**src/core/dpu_pkg.sv**
```systemverilog
package dpu_pkg;

   // ****************************************************************
   // I/O port addresses and configuration indexes
   // ****************************************************************
   localparam logic [7:0] CFG_INDEX_PORT   = 8'hEC;
   localparam logic [7:0] CFG_DATA_PORT    = 8'hED;
   localparam logic [7:0] SYS_PORT_B       = 8'h61;
   localparam logic [7:0] IDX_DRAM_SETUP   = 8'h04;
   localparam logic [7:0] IDX_MISC_SETUP   = 8'h05;

   // ****************************************************************
   // Field positions
   // ****************************************************************
   localparam int SETUP_ILV_HI        = 7;
   localparam int SETUP_ILV_LO        = 5;
   localparam int SETUP_RTO_DIS       = 4;
   localparam int SETUP_WIDE_CFG      = 3;
   localparam int SETUP_DRV_HI        = 2;
   localparam int SETUP_DRV_LO        = 1;
   localparam int SETUP_PAGE_MODE     = 0;
   localparam int MISC_PAR_INHIBIT    = 2;
   localparam int PORTB_PAR_BIT       = 7;

   // ****************************************************************
   // Reset values and lane masks
   // ****************************************************************
   localparam logic [7:0] DRAM_SETUP_RST   = 8'h01;
   localparam logic [7:0] MISC_SETUP_RST   = 8'h00;
   localparam logic       REPORT_GATE_RST  = 1'b1;
   localparam logic [7:0] INDEX_RST        = 8'h00;
   localparam logic [7:0] READ_ZERO        = 8'h00;
   localparam logic [3:0] LANES_NONE       = 4'h0;
   localparam logic [3:0] LANES_ALL        = 4'hF;

   // ****************************************************************
   // Block state
   // ****************************************************************
   typedef struct packed {
      logic [7:0] index;
      logic [7:0] setup;
      logic [7:0] misc;
      logic       straps_done;
      logic       par_err;
      logic       report_gate;
      logic       nmi;
      logic [3:0] par_out;
      logic [3:0] par_oe;
      logic [7:0] rdata;
   } dpu_state_t;

endpackage

```
**src/core/dpu_top.sv**
```systemverilog
`timescale 1ns/1ps


module dpu_top
(
   input  wire logic        clk,
   input  wire logic        reset,
   input  wire logic        ce,
   input  wire logic [7:0]  io_addr,
   input  wire logic [7:0]  io_wdata,
   input  wire logic        io_wr,
   input  wire logic        io_rd,
   output logic      [7:0]  io_rdata,
   input  wire logic        mem_valid,
   input  wire logic        mem_write,
   input  wire logic        mem_cpu,
   input  wire logic [3:0]  mem_byte_en,
   input  wire logic [31:0] mem_data,
   input  wire logic [3:0]  byte_parity_lines_in,
   output logic      [3:0]  byte_parity_lines_out,
   output logic      [3:0]  byte_parity_lines_oe,
   input  wire logic        boot_rom_strap,
   input  wire logic        peripheral_strap,
   input  wire logic        gate_a20_strap,
   output logic             parity_error,
   output logic             nmi_request,
   output logic      [2:0]  interleave_select,
   output logic             row_strobe_timeout_disable,
   output logic             wide_memory_config,
   output logic      [1:0]  address_drive_strength,
   output logic             page_mode_select,
   output logic             parity_check_inhibit
);

   // ****************************************************************
   // Helper functions
   // ****************************************************************

   // Even parity bit for one byte: makes the nine-bit count even.
   function automatic logic even_par(input logic [7:0] b);
      even_par = ^b;
   endfunction

   // Generated parity for all four byte lanes of a word.
   function automatic logic [3:0] word_par(input logic [31:0] w);
      logic [3:0] p;
      p = 4'h0;
      for (int i = 0; i < 4; i++)
      begin
         p[i] = even_par(w[8*i +: 8]);
      end
      word_par = p;
   endfunction

   // ****************************************************************
   // State
   // ****************************************************************
   dpu_pkg::dpu_state_t st_r;
   dpu_pkg::dpu_state_t st_nxt;

   logic       inhibit;
   logic [3:0] gen_par;
   logic [3:0] lane_bad;
   logic       rd_err;
   logic       wr_data;
   logic       wr_index;
   logic       wr_portb;
   logic       clr_err;

   always_comb
   begin
      st_nxt   = st_r;
      inhibit  = st_r.misc[dpu_pkg::MISC_PAR_INHIBIT];
      gen_par  = word_par(mem_data);
      wr_data  = io_wr && (io_addr == dpu_pkg::CFG_DATA_PORT);
      wr_index = io_wr && (io_addr == dpu_pkg::CFG_INDEX_PORT);
      wr_portb = io_wr && (io_addr == dpu_pkg::SYS_PORT_B);

      // ****************************************************************
      // Strap capture after reset release
      // ****************************************************************
      // Straps are taken on the first enabled edge after release, since
      // an asynchronous reset may only load constants.
      if (!st_r.straps_done)
      begin
         st_nxt.straps_done = 1'b1;
         st_nxt.setup[dpu_pkg::SETUP_WIDE_CFG] = boot_rom_strap;
         st_nxt.setup[dpu_pkg::SETUP_DRV_HI]   = peripheral_strap;
         st_nxt.setup[dpu_pkg::SETUP_DRV_LO]   = gate_a20_strap;
      end

      // ****************************************************************
      // Configuration and port B writes
      // ****************************************************************
      if (wr_index)
      begin
         st_nxt.index = io_wdata;
      end
      if (wr_data && st_r.straps_done)
      begin
         unique case (st_r.index)
            dpu_pkg::IDX_DRAM_SETUP: st_nxt.setup = io_wdata;
            dpu_pkg::IDX_MISC_SETUP: st_nxt.misc  = io_wdata;
            default:                 st_nxt.index = st_r.index;
         endcase
      end
      clr_err = 1'b0;
      if (wr_portb)
      begin
         st_nxt.report_gate = io_wdata[dpu_pkg::PORTB_PAR_BIT];
         clr_err            = io_wdata[dpu_pkg::PORTB_PAR_BIT];
      end

      // ****************************************************************
      // Register reads
      // ****************************************************************
      if (io_rd)
      begin
         st_nxt.rdata = dpu_pkg::READ_ZERO;
         if (io_addr == dpu_pkg::CFG_INDEX_PORT)
         begin
            st_nxt.rdata = st_r.index;
         end
         else if (io_addr == dpu_pkg::CFG_DATA_PORT)
         begin
            unique case (st_r.index)
               dpu_pkg::IDX_DRAM_SETUP: st_nxt.rdata = st_r.setup;
               dpu_pkg::IDX_MISC_SETUP: st_nxt.rdata = st_r.misc;
               default:                 st_nxt.rdata = dpu_pkg::READ_ZERO;
            endcase
         end
         else if (io_addr == dpu_pkg::SYS_PORT_B)
         begin
            st_nxt.rdata[dpu_pkg::PORTB_PAR_BIT] = st_r.par_err;
         end
      end

      // ****************************************************************
      // Read checking
      // ****************************************************************
      // An enabled lane fails when its nine bits hold an odd count of ones.
      for (int i = 0; i < 4; i++)
      begin
         lane_bad[i] = mem_byte_en[i] &&
                       (even_par(mem_data[8*i +: 8]) !=
                        byte_parity_lines_in[i]);
      end
      rd_err = mem_valid && !mem_write && !inhibit &&
               (|lane_bad);

      // A new error outranks a clear written in the same cycle.
      if (rd_err)
      begin
         st_nxt.par_err = 1'b1;
      end
      else if (clr_err)
      begin
         st_nxt.par_err = 1'b0;
      end
      st_nxt.nmi = st_nxt.par_err && !st_nxt.report_gate;

      // ****************************************************************
      // Write parity drive
      // ****************************************************************
      st_nxt.par_out = dpu_pkg::LANES_NONE;
      st_nxt.par_oe  = dpu_pkg::LANES_NONE;
      if (mem_valid && mem_write && !mem_cpu)
      begin
         st_nxt.par_oe = dpu_pkg::LANES_ALL;
         // Zero parity lets diagnostics store deliberately bad parity.
         st_nxt.par_out = inhibit ? dpu_pkg::LANES_NONE : gen_par;
      end
      // CPU writes leave the lines released for the CPU's own parity.
   end

   always_ff @(posedge clk or posedge reset)
   begin
      if (reset)
      begin
         st_r.index       <= dpu_pkg::INDEX_RST;
         st_r.setup       <= dpu_pkg::DRAM_SETUP_RST;
         st_r.misc        <= dpu_pkg::MISC_SETUP_RST;
         st_r.straps_done <= 1'b0;
         st_r.par_err     <= 1'b0;
         st_r.report_gate <= dpu_pkg::REPORT_GATE_RST;
         st_r.nmi         <= 1'b0;
         st_r.par_out     <= dpu_pkg::LANES_NONE;
         st_r.par_oe      <= dpu_pkg::LANES_NONE;
         st_r.rdata       <= dpu_pkg::READ_ZERO;
      end
      else if (ce)
      begin
         st_r <= st_nxt;
      end
   end

   // ****************************************************************
   // Outputs
   // ****************************************************************
   assign io_rdata              = st_r.rdata;
   assign byte_parity_lines_out = st_r.par_out;
   assign byte_parity_lines_oe  = st_r.par_oe;
   assign parity_error          = st_r.par_err;
   assign nmi_request           = st_r.nmi;
   assign interleave_select     =
      st_r.setup[dpu_pkg::SETUP_ILV_HI:dpu_pkg::SETUP_ILV_LO];
   assign row_strobe_timeout_disable =
      st_r.setup[dpu_pkg::SETUP_RTO_DIS];
   assign wide_memory_config    = st_r.setup[dpu_pkg::SETUP_WIDE_CFG];
   assign address_drive_strength =
      st_r.setup[dpu_pkg::SETUP_DRV_HI:dpu_pkg::SETUP_DRV_LO];
   assign page_mode_select      = st_r.setup[dpu_pkg::SETUP_PAGE_MODE];
   assign parity_check_inhibit  = st_r.misc[dpu_pkg::MISC_PAR_INHIBIT];

endmodule

```
**config.mk**
```make
export PLATFORM = sky130hd
export DESIGN_NAME = dpu_top
export DESIGN_NICKNAME = d
export VERILOG_FILES = /design/src/core/dpu_pkg.sv /design/src/core/dpu_top.sv
export SDC_FILE = /design/constraint.sdc
export NUM_CORES = 1
export LEC_CHECK = 0
export ABC_AREA = 1
export BUFFER_PORTS_ARGS = -buffer_cell sky130_fd_sc_hd__buf_2
export CAP_MARGIN = 20
export CORE_MARGIN = 2
export CORE_UTILIZATION = 30
export DETAILED_ROUTE_END_ITERATION = 10
export SLEW_MARGIN = 5
export SYNTH_ARGS = -nofsm -noshare
export SYNTH_HDL_FRONTEND = slang
export SYNTH_SLANG_ARGS = --single-unit
export TNS_END_PERCENT = 5
```
**constraint.sdc**
```tcl
create_clock -name clk -period 2.4 [get_ports clk]
set_clock_uncertainty 0.05 [all_clocks]
set_input_delay 0.12 -clock clk [delete_from_list [all_inputs] [get_ports clk]]
set_output_delay 0.12 -clock clk [all_outputs]
set_load 0.01 [all_outputs]
```
==> metrics.md, run 1 <==
| Metric | Value |
|---|---|
| Vias/cell | 4.33 |
| Syn Inst Count | 458 |
| Post-layout min period | 1.96 ns |
| Register area share after synthesis | 34.9% |
| Reg2Reg Depth | 7 |
| Die width | 103 um |
| # diodes | 0 |
| Vias | 2,887 |
| Antenna violations before repair | 0 |
| Worst path cell trace | nor4_4, nand2_4, clkinv_2, nand3_2, nand2_1, o21ai_0, o21ai_0 |
| Clock latency at the later pin of the worst-skew pair | 0.29 ns |
| DR pass1 iterations | 4 |
| Post-Syn Area | 2950 sq um |
| Layout overhead on the synthesized area | 18.6% |
| TritonCTS buffer count | 5 |
| Fin crit share | 81.6% |
| Worst endpoint data arrival time | 2.12 ns |
| Placement Rows | 36 |
| Avg Inst Size Synth | 6.43 sq um |
| GRT Total Usage | 13.5% |
| Hold Violations, Final | 0 |
| Layout cell share with drive strength beyond 1 | 24.0% |
| Leak | 2.03 nW |
| Multi-input gate area | 1480 sq um |
| CP required | 2.57 ns |
| Syn Nets | 525 |
| Final setup viols | 0 |
| Register area | 1030 sq um |
| Drc violations | 0 |
| Fin nets | 600 |
| GRT overflow | 0 |
| Cell family with the largest share of critical-path delay | simple AND/OR/NAND/NOR gates |
| RePlAce Congestion | 0.951 |
| Initial Utilization | 30.6% |
| CP max stage cell | nor4_4 |
| TritonCTS Sinks | 41 |
| Die footprint | 10,600 sq um |
| Peak Freq | 511 MHz |
| Crit Path Max Fanout | 11 |
| Hold path depth | 4 |
| I/O pin total | 94 |
| Largest stage delay on the critical path | 0.62 ns |
| Max transition margin | 58.4% |
| Library cells used by synthesis | 33 |
| Root Driver | clkbuf_8 |
| DR WL/cell | 10.4 um |
| Slew Viols, Final | 0 |
| Core box area | 9640 sq um |
| Number of DRC markers in iteration 0 | 86 |
| Vias in the first global route | 2,632 |
| Critical path class | reg2reg |
| Most Frequent Cell on Critical Path | o21ai_0 |
| Placed Cells | 658 |
| Total of max-cap violations | 0 |
| DPL Wire Length | 5.64 mm |
| Result of the run | finished clean |
| Reg clk slew, reported paths | 0.08 ns |
| Final wirelength | 6.91 mm |
| # resized after CTS | 0 |
| Setup TNS Final | 0 ns |
| PortBufs | 93 |
| PwrDens | 441 nW/um^2 |
| # fillers | 1,061 |
| Die Y | 103 um |
| Clock buffer depth | 2 |
| Largest net degree at the start of global routing | 42 |
| RSZ-0062 raised after global routing | false |
| H-tree depth | 2 |
| Hold Crit Class | in2reg |
| Synth warn | 0 |
| Routed Antenna Nets | 0 |
| Reg2reg setup slack | 0.44 ns |
| Measured slew at the worst slew-check pin | 0.620 ns |
| Post-synthesis register bit count | 41 |
| CP Capture Type | flip-flop |
| Worst IR Drop VDD | 0.227 mV |
| Worst path depth | 7 |
| Worst hold-check slack | 0.0154 ns |
| First-pass GRT wire length | 11.4 mm |
| CP bufs+invs | 1 |
| Setup crit start kind | flip-flop |
| Post-Layout Cell Count | 667 |
| CTS tree | yes |
[report_power, final]
part / total (mW) / internal (mW) / switching, mW
Combinational: 0.328 / 0.128 / 0.200
Sequential: 0.738 / 0.715 / 0.0222
Clock: 0.474 / 0.234 / 0.240
[logic make-up (layout without fill, tap and decap cells)]
kind of cell    Yosys count  in the layout  synth area share, %
simple gates            263            263                 37.6
compound gates           62             62                 12.5
flops                    41             41                 34.9
buf+inv                  92            168                 15.0
[what timing repair did]
item / in CTS / in global routing
buffers inserted: 0 / 0
hold endpoints to repair: 39 / 0
hold buffers: 1 / 0
[per-layer routing]
metal  up-vias  part of all wire, %  wire length [um]  global-route usage (%)
met5         -                    0                 0                       0
met2        85                   45              3130                    23.3
met4         0                  3.2               221                    5.87
met1      1243                   44              3050                    15.8
met3        20                  7.4               508                    3.80
li1       1539                    -                 -                       -
[cell usage after synthesis, drive strengths merged]
cell type | number | area share [%]
a21oi | 12 | 2.0
clkbuf | 2 | 0.25
buf | 25 | 6.4
nand3 | 16 | 3.1
dfrtp | 39 | 33
dfstp | 2 | 1.8
nor4 | 2 | 0.93
a22oi | 2 | 0.51
o21ai | 44 | 9.1
a31oi | 3 | 0.64
nand3b | 2 | 0.51
nand2 | 222 | 29
clkinv | 1 | 0.17
o22ai | 1 | 0.21
nor3 | 2 | 0.72
inv | 64 | 8.2
nor2 | 16 | 2.4
nand4 | 2 | 0.93
nor3b | 1 | 0.42
[flip-flops by register name (all words and copies together), names as in the netlist]
signal                      count
io_rdata                        8
st_r                           17
row_strobe_timeout_disable      1
interleave_select               3
page_mode_select                1
byte_parity_lines_oe            1
parity_error                    1
nmi_request                     1
parity_check_inhibit            1
byte_parity_lines_out           4
address_drive_strength          2
wide_memory_config              1
[layout make-up]
type	count	area share, %
clock buffers	7	2.47
well taps	133	4.76
inverters	65	7.02
multi-input cells	325	42.3
repair buffers	95	13.8
flip-flops and latches	41	29.4
clock inverters	1	0.215
[path summary, 6_finish.rpt]
kind,from,end
hold / removal,mem_cpu,byte_parity_lines_oe[2]
max in group asynchronous,reset,st_r[17]
min in group asynchronous,reset,st_r[19]
setup / recovery,st_r[43],wide_memory_config
hold reg to reg,byte_parity_lines_out[2],byte_parity_lines_out[2]
setup reg to reg,st_r[43],wide_memory_config
[through the flow]
stage / instance area, sq um / setup slack, ns / util (%) / power [mW]
after global placement: 3390 / 0.546 / 35.2 / 1.07
after CTS: 3490 / 0.463 / 36.2 / 1.56
after floorplan: 2950 / 0.742 / - / 0.961
after detailed placement: 3390 / 0.487 / 35.2 / 1.08
final: 3490 / 0.442 / 36.2 / 1.54
after global routing: 3490 / 0.291 / 36.2 / 1.64
[worst register-to-register path: stages, from the launching register on]
cell      delay [ns]
dfrtp_1         0.42
nor4_4          0.62
nand2_4         0.12
clkinv_2        0.14
nand3_2         0.27
nand2_1         0.12
o21ai_0         0.08
o21ai_0         0.08
[placed cells by master (no fill, tap or decap), types with 2 or more instances in the layout]
master,instances
clkbuf_8,6
a31oi_1,3
o21ai_2,13
dfrtp_1,39
a21oi_1,12
nand3b_1,2
nor2_1,14
nand3_1,14
nand3_2,2
dfstp_2,2
a22oi_1,2
nand2_1,220
inv_1,63
o21ai_0,22
o21ai_1,9
buf_2,93
(Power assumes the default switching activity.)
==> run 2: changes to the inputs <==
--- a/config.mk
+++ b/config.mk
@@ -5,7 +5,7 @@
 export SDC_FILE = /design/constraint.sdc
 export NUM_CORES = 1
 export LEC_CHECK = 0
-export ABC_AREA = 1
+export ABC_AREA = 0
 export BUFFER_PORTS_ARGS = -buffer_cell sky130_fd_sc_hd__buf_2
 export CAP_MARGIN = 20
 export CORE_MARGIN = 2
==> constraint.sdc (replaced) <==
create_clock -name clk -period 1.6 [get_ports clk]
set_clock_uncertainty 0.05 [all_clocks]
set_input_delay 0.08 -clock clk [delete_from_list [all_inputs] [get_ports clk]]
set_output_delay 0.08 -clock clk [all_outputs]
set_load 0.01 [all_outputs]
==> run 2 against run 1 <==
  * The flow now finishes with violations (setup timing)
  * Wire length down 19%
  * Largest power group unchanged
  * Non-clock buffer count rose by 29
  * Utilization rose by 5.1 points
  * Power grew 49%
  * First-iteration DRC count is 24% lower
  * Critical endpoint is now address_drive_strength[0]
  * Via count down 32%
  * Critical path depth fell by 2
  * Synthesized cell count is 51% lower
  * Largest cell class unchanged
==> metrics.md, run 2 <==
| Metric | Value |
|---|---|
| Reg2Reg Capture Point | address_drive_strength[0] |
| Syn Inst Count | 224 |
| Syn Nets | 291 |
| Die Y | 92.0 um |
| Core box area | 7610 sq um |
| Most frequent cells in the layout | 93 x buf_2, 39 x dfrtp_1, 28 x xnor2_1 |
| Peak Freq | 529 MHz |
| Synth Flop Type | dfrtp_1 |
| Vias in the first global route | 1,941 |
| Placement Rows | 32 |
| Combinational Power Share | 21.9% |
| Critical path class | reg2reg |
| Failing checks | setup timing |
| Total of max-cap violations | 0 |
| Largest register FFs | 17 |
| Hold Crit Class | in2reg |
| Worst IR Drop VDD | 0.348 mV |
| # diodes | 0 |
| Post-synth EDFFs | 0 |
| # fillers | 755 |
| Slew Viols, Final | 0 |
| Max transition margin | 65.0% |
| Met2 routed WL | 2.67 mm |
| PortBufs | 93 |
| Worst r2r src | st_r[42] |
| Vias/cell | 4.53 |
| Reg2reg setup slack | -0.29 ns |
| Layout cell share with drive strength beyond 1 | 49.7% |
| TritonCTS buffer count | 5 |
| Power, Total | 2.29 mW |
| Library cells used by synthesis | 36 |
| Pint | 1.66 mW |
| Avg Inst Size Synth | 10.4 sq um |
| CTS tree | yes |
| Switching share of power | 27.4% |
| RSZ-0062 raised after global routing | true |
| Worst endpoint data arrival time | 2.07 ns |
| Clock buffer depth | 2 |
| TritonCTS Sinks | 41 |
| I/O pin total | 94 |
| Largest net degree at the start of global routing | 42 |
| Pre-CTS WS | -0.371 ns |
| Length of routed wiring on met1 | 2.44 mm |
| Crit Path Max Fanout | 4 |
| Met3 WL | 349 um |
| First-pass GRT wire length | 9.03 mm |
| PwrDens | 728 nW/um^2 |
| Most common cell after layout, fill and taps aside | buf_2 |
| Drc violations | 0 |
| Antenna violations before repair | 0 |
| Clock latency at the later pin of the worst-skew pair | 0.30 ns |
| DR pass1 iterations | 4 |
| CP Capture Type | flip-flop |
| Clk pwr share | 30.1% |
| Finished Core Util | 41.3% |
| GRT Total Usage | 13.5% |
| Seq pwr share | 48.0% |
| Root Driver | clkbuf_8 |
| Reg2Reg Depth | 5 |
| DP Area | 2910 sq um |
| Fin crit share | 118% |
| Reg clk slew, reported paths | 0.08 ns |
| Most frequent cell after synthesis | dfrtp_1 |
| Measured slew at the worst slew-check pin | 0.525 ns |
| DR WL/cell | 13.0 um |
| Setup crit start kind | flip-flop |
| Die footprint | 8460 sq um |
| Top reg by flops | st_r |
| Register area share after synthesis | 44.3% |
| Multi-input gate area | 1150 sq um |
| Post-synthesis register bit count | 41 |
| Worst hold-check slack | 0.0160 ns |
| Final wirelength | 5.57 mm |
| Commonest cells in the netlist | 39 x dfrtp_1, 28 x xnor2_1, 22 x mux2_2 |
| Worst Hold Path EP | st_r[38] |
| Hold path depth | 2 |
| Post-route design area | 3140 sq um |
| Setup slack after layout | -0.292 ns |
| Initial Utilization | 30.5% |
| Final setup viols | 21 |
| Top sig layer | met4 |
| Hold Violations, Final | 0 |
| Post-Syn Area | 2320 sq um |
| Synth top area share | 42.0% |
| Hold_sp | io_wdata[2] |
| H-tree depth | 2 |
| Leak | 1.55 nW |
| DPL Wire Length | 4.37 mm |
| Register area | 1030 sq um |
| Vias | 1,950 |
| Die width | 92.0 um |
| Yosys top cell by area | dfrtp_1 |
| Synth warn | 0 |
| Top post-synthesis cells by area | dfrtp_1 42%, mux2_2 11%, xnor2_1 11%, buf_4 6.8%, nand2_1 2.9% |
| Net switching power | 627 uW |
| RePlAce Congestion | 0.823 |
| GRT overflow | 0 |
| Synth async-reset ratio | 100% |
| Post-layout min period | 1.89 ns |
| Layout overhead on the synthesized area | 35.3% |
| CP required | 1.78 ns |
| Fin nets | 394 |
| Result of the run | complete, but fails checks |
| Routed Antenna Nets | 0 |
| Number of DRC markers in iteration 0 | 65 |
[run 2: worst max path at each step]
stage                           from                         to  cells past startpoint
after floorplan             st_r[42]         wide_memory_config                      5
after global placement    io_addr[4]         wide_memory_config                      7
after detailed placement  io_addr[4]  address_drive_strength[1]                      7
after CTS                   st_r[39]  address_drive_strength[1]                      5
after global routing        st_r[42]  address_drive_strength[1]                      5
final                       st_r[42]  address_drive_strength[0]                      5
[run 2: logic make-up (layout without fill, tap and decap cells)]
family / Yosys count / after routing / share of synthesized area, %
muxes: 28 / 28 / 13.2
xor gates and xnor gates: 28 / 28 / 10.6
buffers and inverters: 36 / 140 / 9.37
DFF: 41 / 41 / 44.3
AOI/OAI and AO/OA: 39 / 39 / 10.9
and+or+nand+nor: 52 / 52 / 11.6
[run 2: cell type report]
| cell class | count | share of cell area (%) |
|---|---|---|
| multi-input combinational | 147 | 36.5 |
| sequential | 41 | 32.7 |
| timing repair buffer | 124 | 22.8 |
| tap | 102 | 4.06 |
| clock buffer | 5 | 2.19 |
| inverter | 8 | 0.955 |
| clock inverter | 3 | 0.717 |
[run 2: stage by stage]
step                      TNS, ns  std cells
after CTS                   -2.33        428
after detailed placement    -5.92        414
after floorplan             -3.81        224
after global routing        -4.00        430
final                       -1.89        430
after global placement      -4.92        414
[run 2: power groups by stage]
stage               sequential (mW)  combinational (mW)  clock (mW)
CTS                            1.10               0.505       0.711
detailed placement             1.12               0.490           0
global placement               1.12               0.481           0
finish                         1.10               0.500       0.689
floorplan                      1.12               0.290           0
global route                   1.11               0.555       0.777
[run 2: what timing repair did]
action                     in CTS  in global routing
setup endpoints to repair      24                 23
hold buffers                    5                  1
resized for setup               8                  7
buffers inserted                1                  1
hold endpoints to repair       50                  1
pin swaps                       4                  2
[run 2: critical path, cell delays in order, from the launching register on]
cell and delay (ns):
dfrtp_1 0.41, nor4_4 0.33, nand3_2 0.12, or4_4 0.54
a21boi_4 0.19, a2bb2oi_1 0.17
[run 2: layer usage]
layer	GRT usage [%]	up-vias
met3	2.96	10
met1	16.9	898
met4	5.60	0
met5	0	-
met2	22.5	74
li1	-	968
==> run 3: changes to the inputs <==
--- a/config.mk
+++ b/config.mk
@@ -15,4 +15,4 @@
 export SYNTH_ARGS = -nofsm -noshare
 export SYNTH_HDL_FRONTEND = slang
 export SYNTH_SLANG_ARGS = --single-unit
-export TNS_END_PERCENT = 5
+export TNS_END_PERCENT = 10
==> run 3 against run 2 <==
  * Largest power group unchanged
  * Utilization about the same
  * Clock power increased by 7.8%
  * Clock-buffer cell count increased by 2
  * Maximum frequency increased by 0.70%
  * Non-clock buffer count decreased by 1
  * Critical path type unchanged
  * The flow still finishes with violations (setup timing)
==> metrics.md, run 3 (synthesis results as in run 2) <==
| Metric | Value |
|---|---|
| GRT Total Usage | 13.5% |
| Largest net degree at the start of global routing | 42 |
| # diodes | 0 |
| Worst IR Drop VDD | 0.323 mV |
| Layout overhead on the synthesized area | 35.3% |
| DPL Wire Length | 4.34 mm |
| Setup crit start kind | flip-flop |
| Cell family with the largest share of critical-path delay | simple AND/OR/NAND/NOR gates |
| Die footprint | 8460 sq um |
| Clock buffer depth | 2 |
| Hold_sp | io_wdata[2] |
| Largest register FFs | 17 |
| Vias | 1,909 |
| Vias/cell | 4.45 |
| Layer with the highest usage | met2 |
| Root Driver | clkbuf_8 |
| Hold Violations, Final | 0 |
| CP required | 1.76 ns |
| DR pass1 iterations | 4 |
| Largest stage delay on the critical path | 0.55 ns |
| Failing checks | setup timing |
| Finished Core Util | 41.3% |
| PwrDens | 743 nW/um^2 |
| RSZ-0062 raised after global routing | true |
| Drc violations | 0 |
| H-tree depth | 2 |
| Met2 GRT Util | 23.0% |
| Grt met3 use | 3.70% |
| TritonCTS Sinks | 41 |
| Worst hold-check slack | 0.0136 ns |
| Final setup viols | 19 |
| Initial Utilization | 30.5% |
| Die Y | 92.0 um |
| CP bufs+invs | 0 |
| Core box area | 7610 sq um |
| TritonCTS buffer count | 5 |
| First-pass GRT wire length | 9.06 mm |
| Final wirelength | 5.49 mm |
| Number of DRC markers in iteration 0 | 87 |
| Setup slack after layout | -0.278 ns |
| PortBufs | 93 |
| CP max stage cell | or4_4 |
| Crit Path Max Fanout | 4 |
| M1 GR Usage | 16.5% |
| Placement Rows | 32 |
| GRT overflow | 0 |
| Top reg by flops | st_r |
| Vias in the first global route | 1,937 |
| CP startpoint | st_r[42] |
| Reg clk slew, reported paths | 0.08 ns |
| Slew Viols, Final | 0 |
| Most common cell after layout, fill and taps aside | buf_2 |
| CP Capture Type | flip-flop |
| Fin crit share | 117% |
| Critical path class | reg2reg |
| Routed Antenna Nets | 0 |
| Layout cell share with drive strength beyond 1 | 49.5% |
| Result of the run | complete, but fails checks |
| Leak | 1.59 nW |
| Peak Freq | 532 MHz |
| Max transition margin | 64.7% |
| Measured slew at the worst slew-check pin | 0.529 ns |
| Hold Crit Class | in2reg |
| Worst path cell trace | nor4_4, nand3_1, or4_4, a21boi_4, a2bb2oi_1 |
| Post-layout min period | 1.88 ns |
| Antenna violations before repair | 0 |
| Fin nets | 393 |
| Worst r2r src | st_r[42] |
| CTS tree | yes |
| Total of max-cap violations | 0 |
| Most frequent cells in the layout | 93 x buf_2, 39 x dfrtp_1, 28 x xnor2_1 |
| Die width | 92.0 um |
| RePlAce Congestion | 0.838 |
| I/O pin total | 94 |
| Clock latency at the later pin of the worst-skew pair | 0.29 ns |
| DR WL/cell | 12.8 um |
| Worst endpoint data arrival time | 2.04 ns |
-- run 3: stage by stage --
step	setup TNS, ns	power (mW)	cells	setup slack [ns]	instance area (sq um)
after floorplan	-2.33	1.41	224	-0.189	2350
after global placement	-4.35	1.60	415	-0.324	2940
after detailed placement	-5.65	1.61	415	-0.401	2940
after CTS	-2.31	2.37	428	-0.279	3120
after global routing	-4.62	2.46	429	-0.391	3140
final	-2.23	2.34	429	-0.278	3140
-- run 3: final cells by class --
type                       count  area, sq um
sequential                    41         1030
fill                         755         4460
timing repair buffer         123          713
clock inverter                 1         5.00
multi-input combinational    147         1140
tap                          102          128
clock buffer                   7         96.3
inverter                       8         30.0
-- run 3: worst paths after layout --
check / end / slack (ns) / cells past startpoint
max reg2reg: address_drive_strength[0] / -0.28 / 5
min: st_r[38] / 0.01 / 2
max in group asynchronous: st_r[17] / 0.72 / 4
max: address_drive_strength[0] / -0.28 / 5
min in group asynchronous: io_rdata[2] / 0.41 / 4
min reg2reg: io_rdata[0] / 0.42 / 2
-- run 3: layer usage --
metal,vias to the layer above,wire (um)
met1,860,2370
li1,964,-
met4,0,84
met3,7,428
met2,78,2600
met5,-,0
-- run 3: timing repair --
| action | CTS | global route |
|---|---|---|
| resized for setup | 7 | 3 |
| setup buffers | 1 | 1 |
| setup endpoints to repair | 24 | 25 |
| hold endpoints to repair | 45 | 0 |
| pin swaps | 4 | 4 |
| hold buffers | 4 | 0 |
-- run 3: where the power goes --
group	internal, mW	switching, mW
combinational	0.278	0.218
sequential	1.07	0.0260
clock	0.390	0.353
total	1.74	0.597
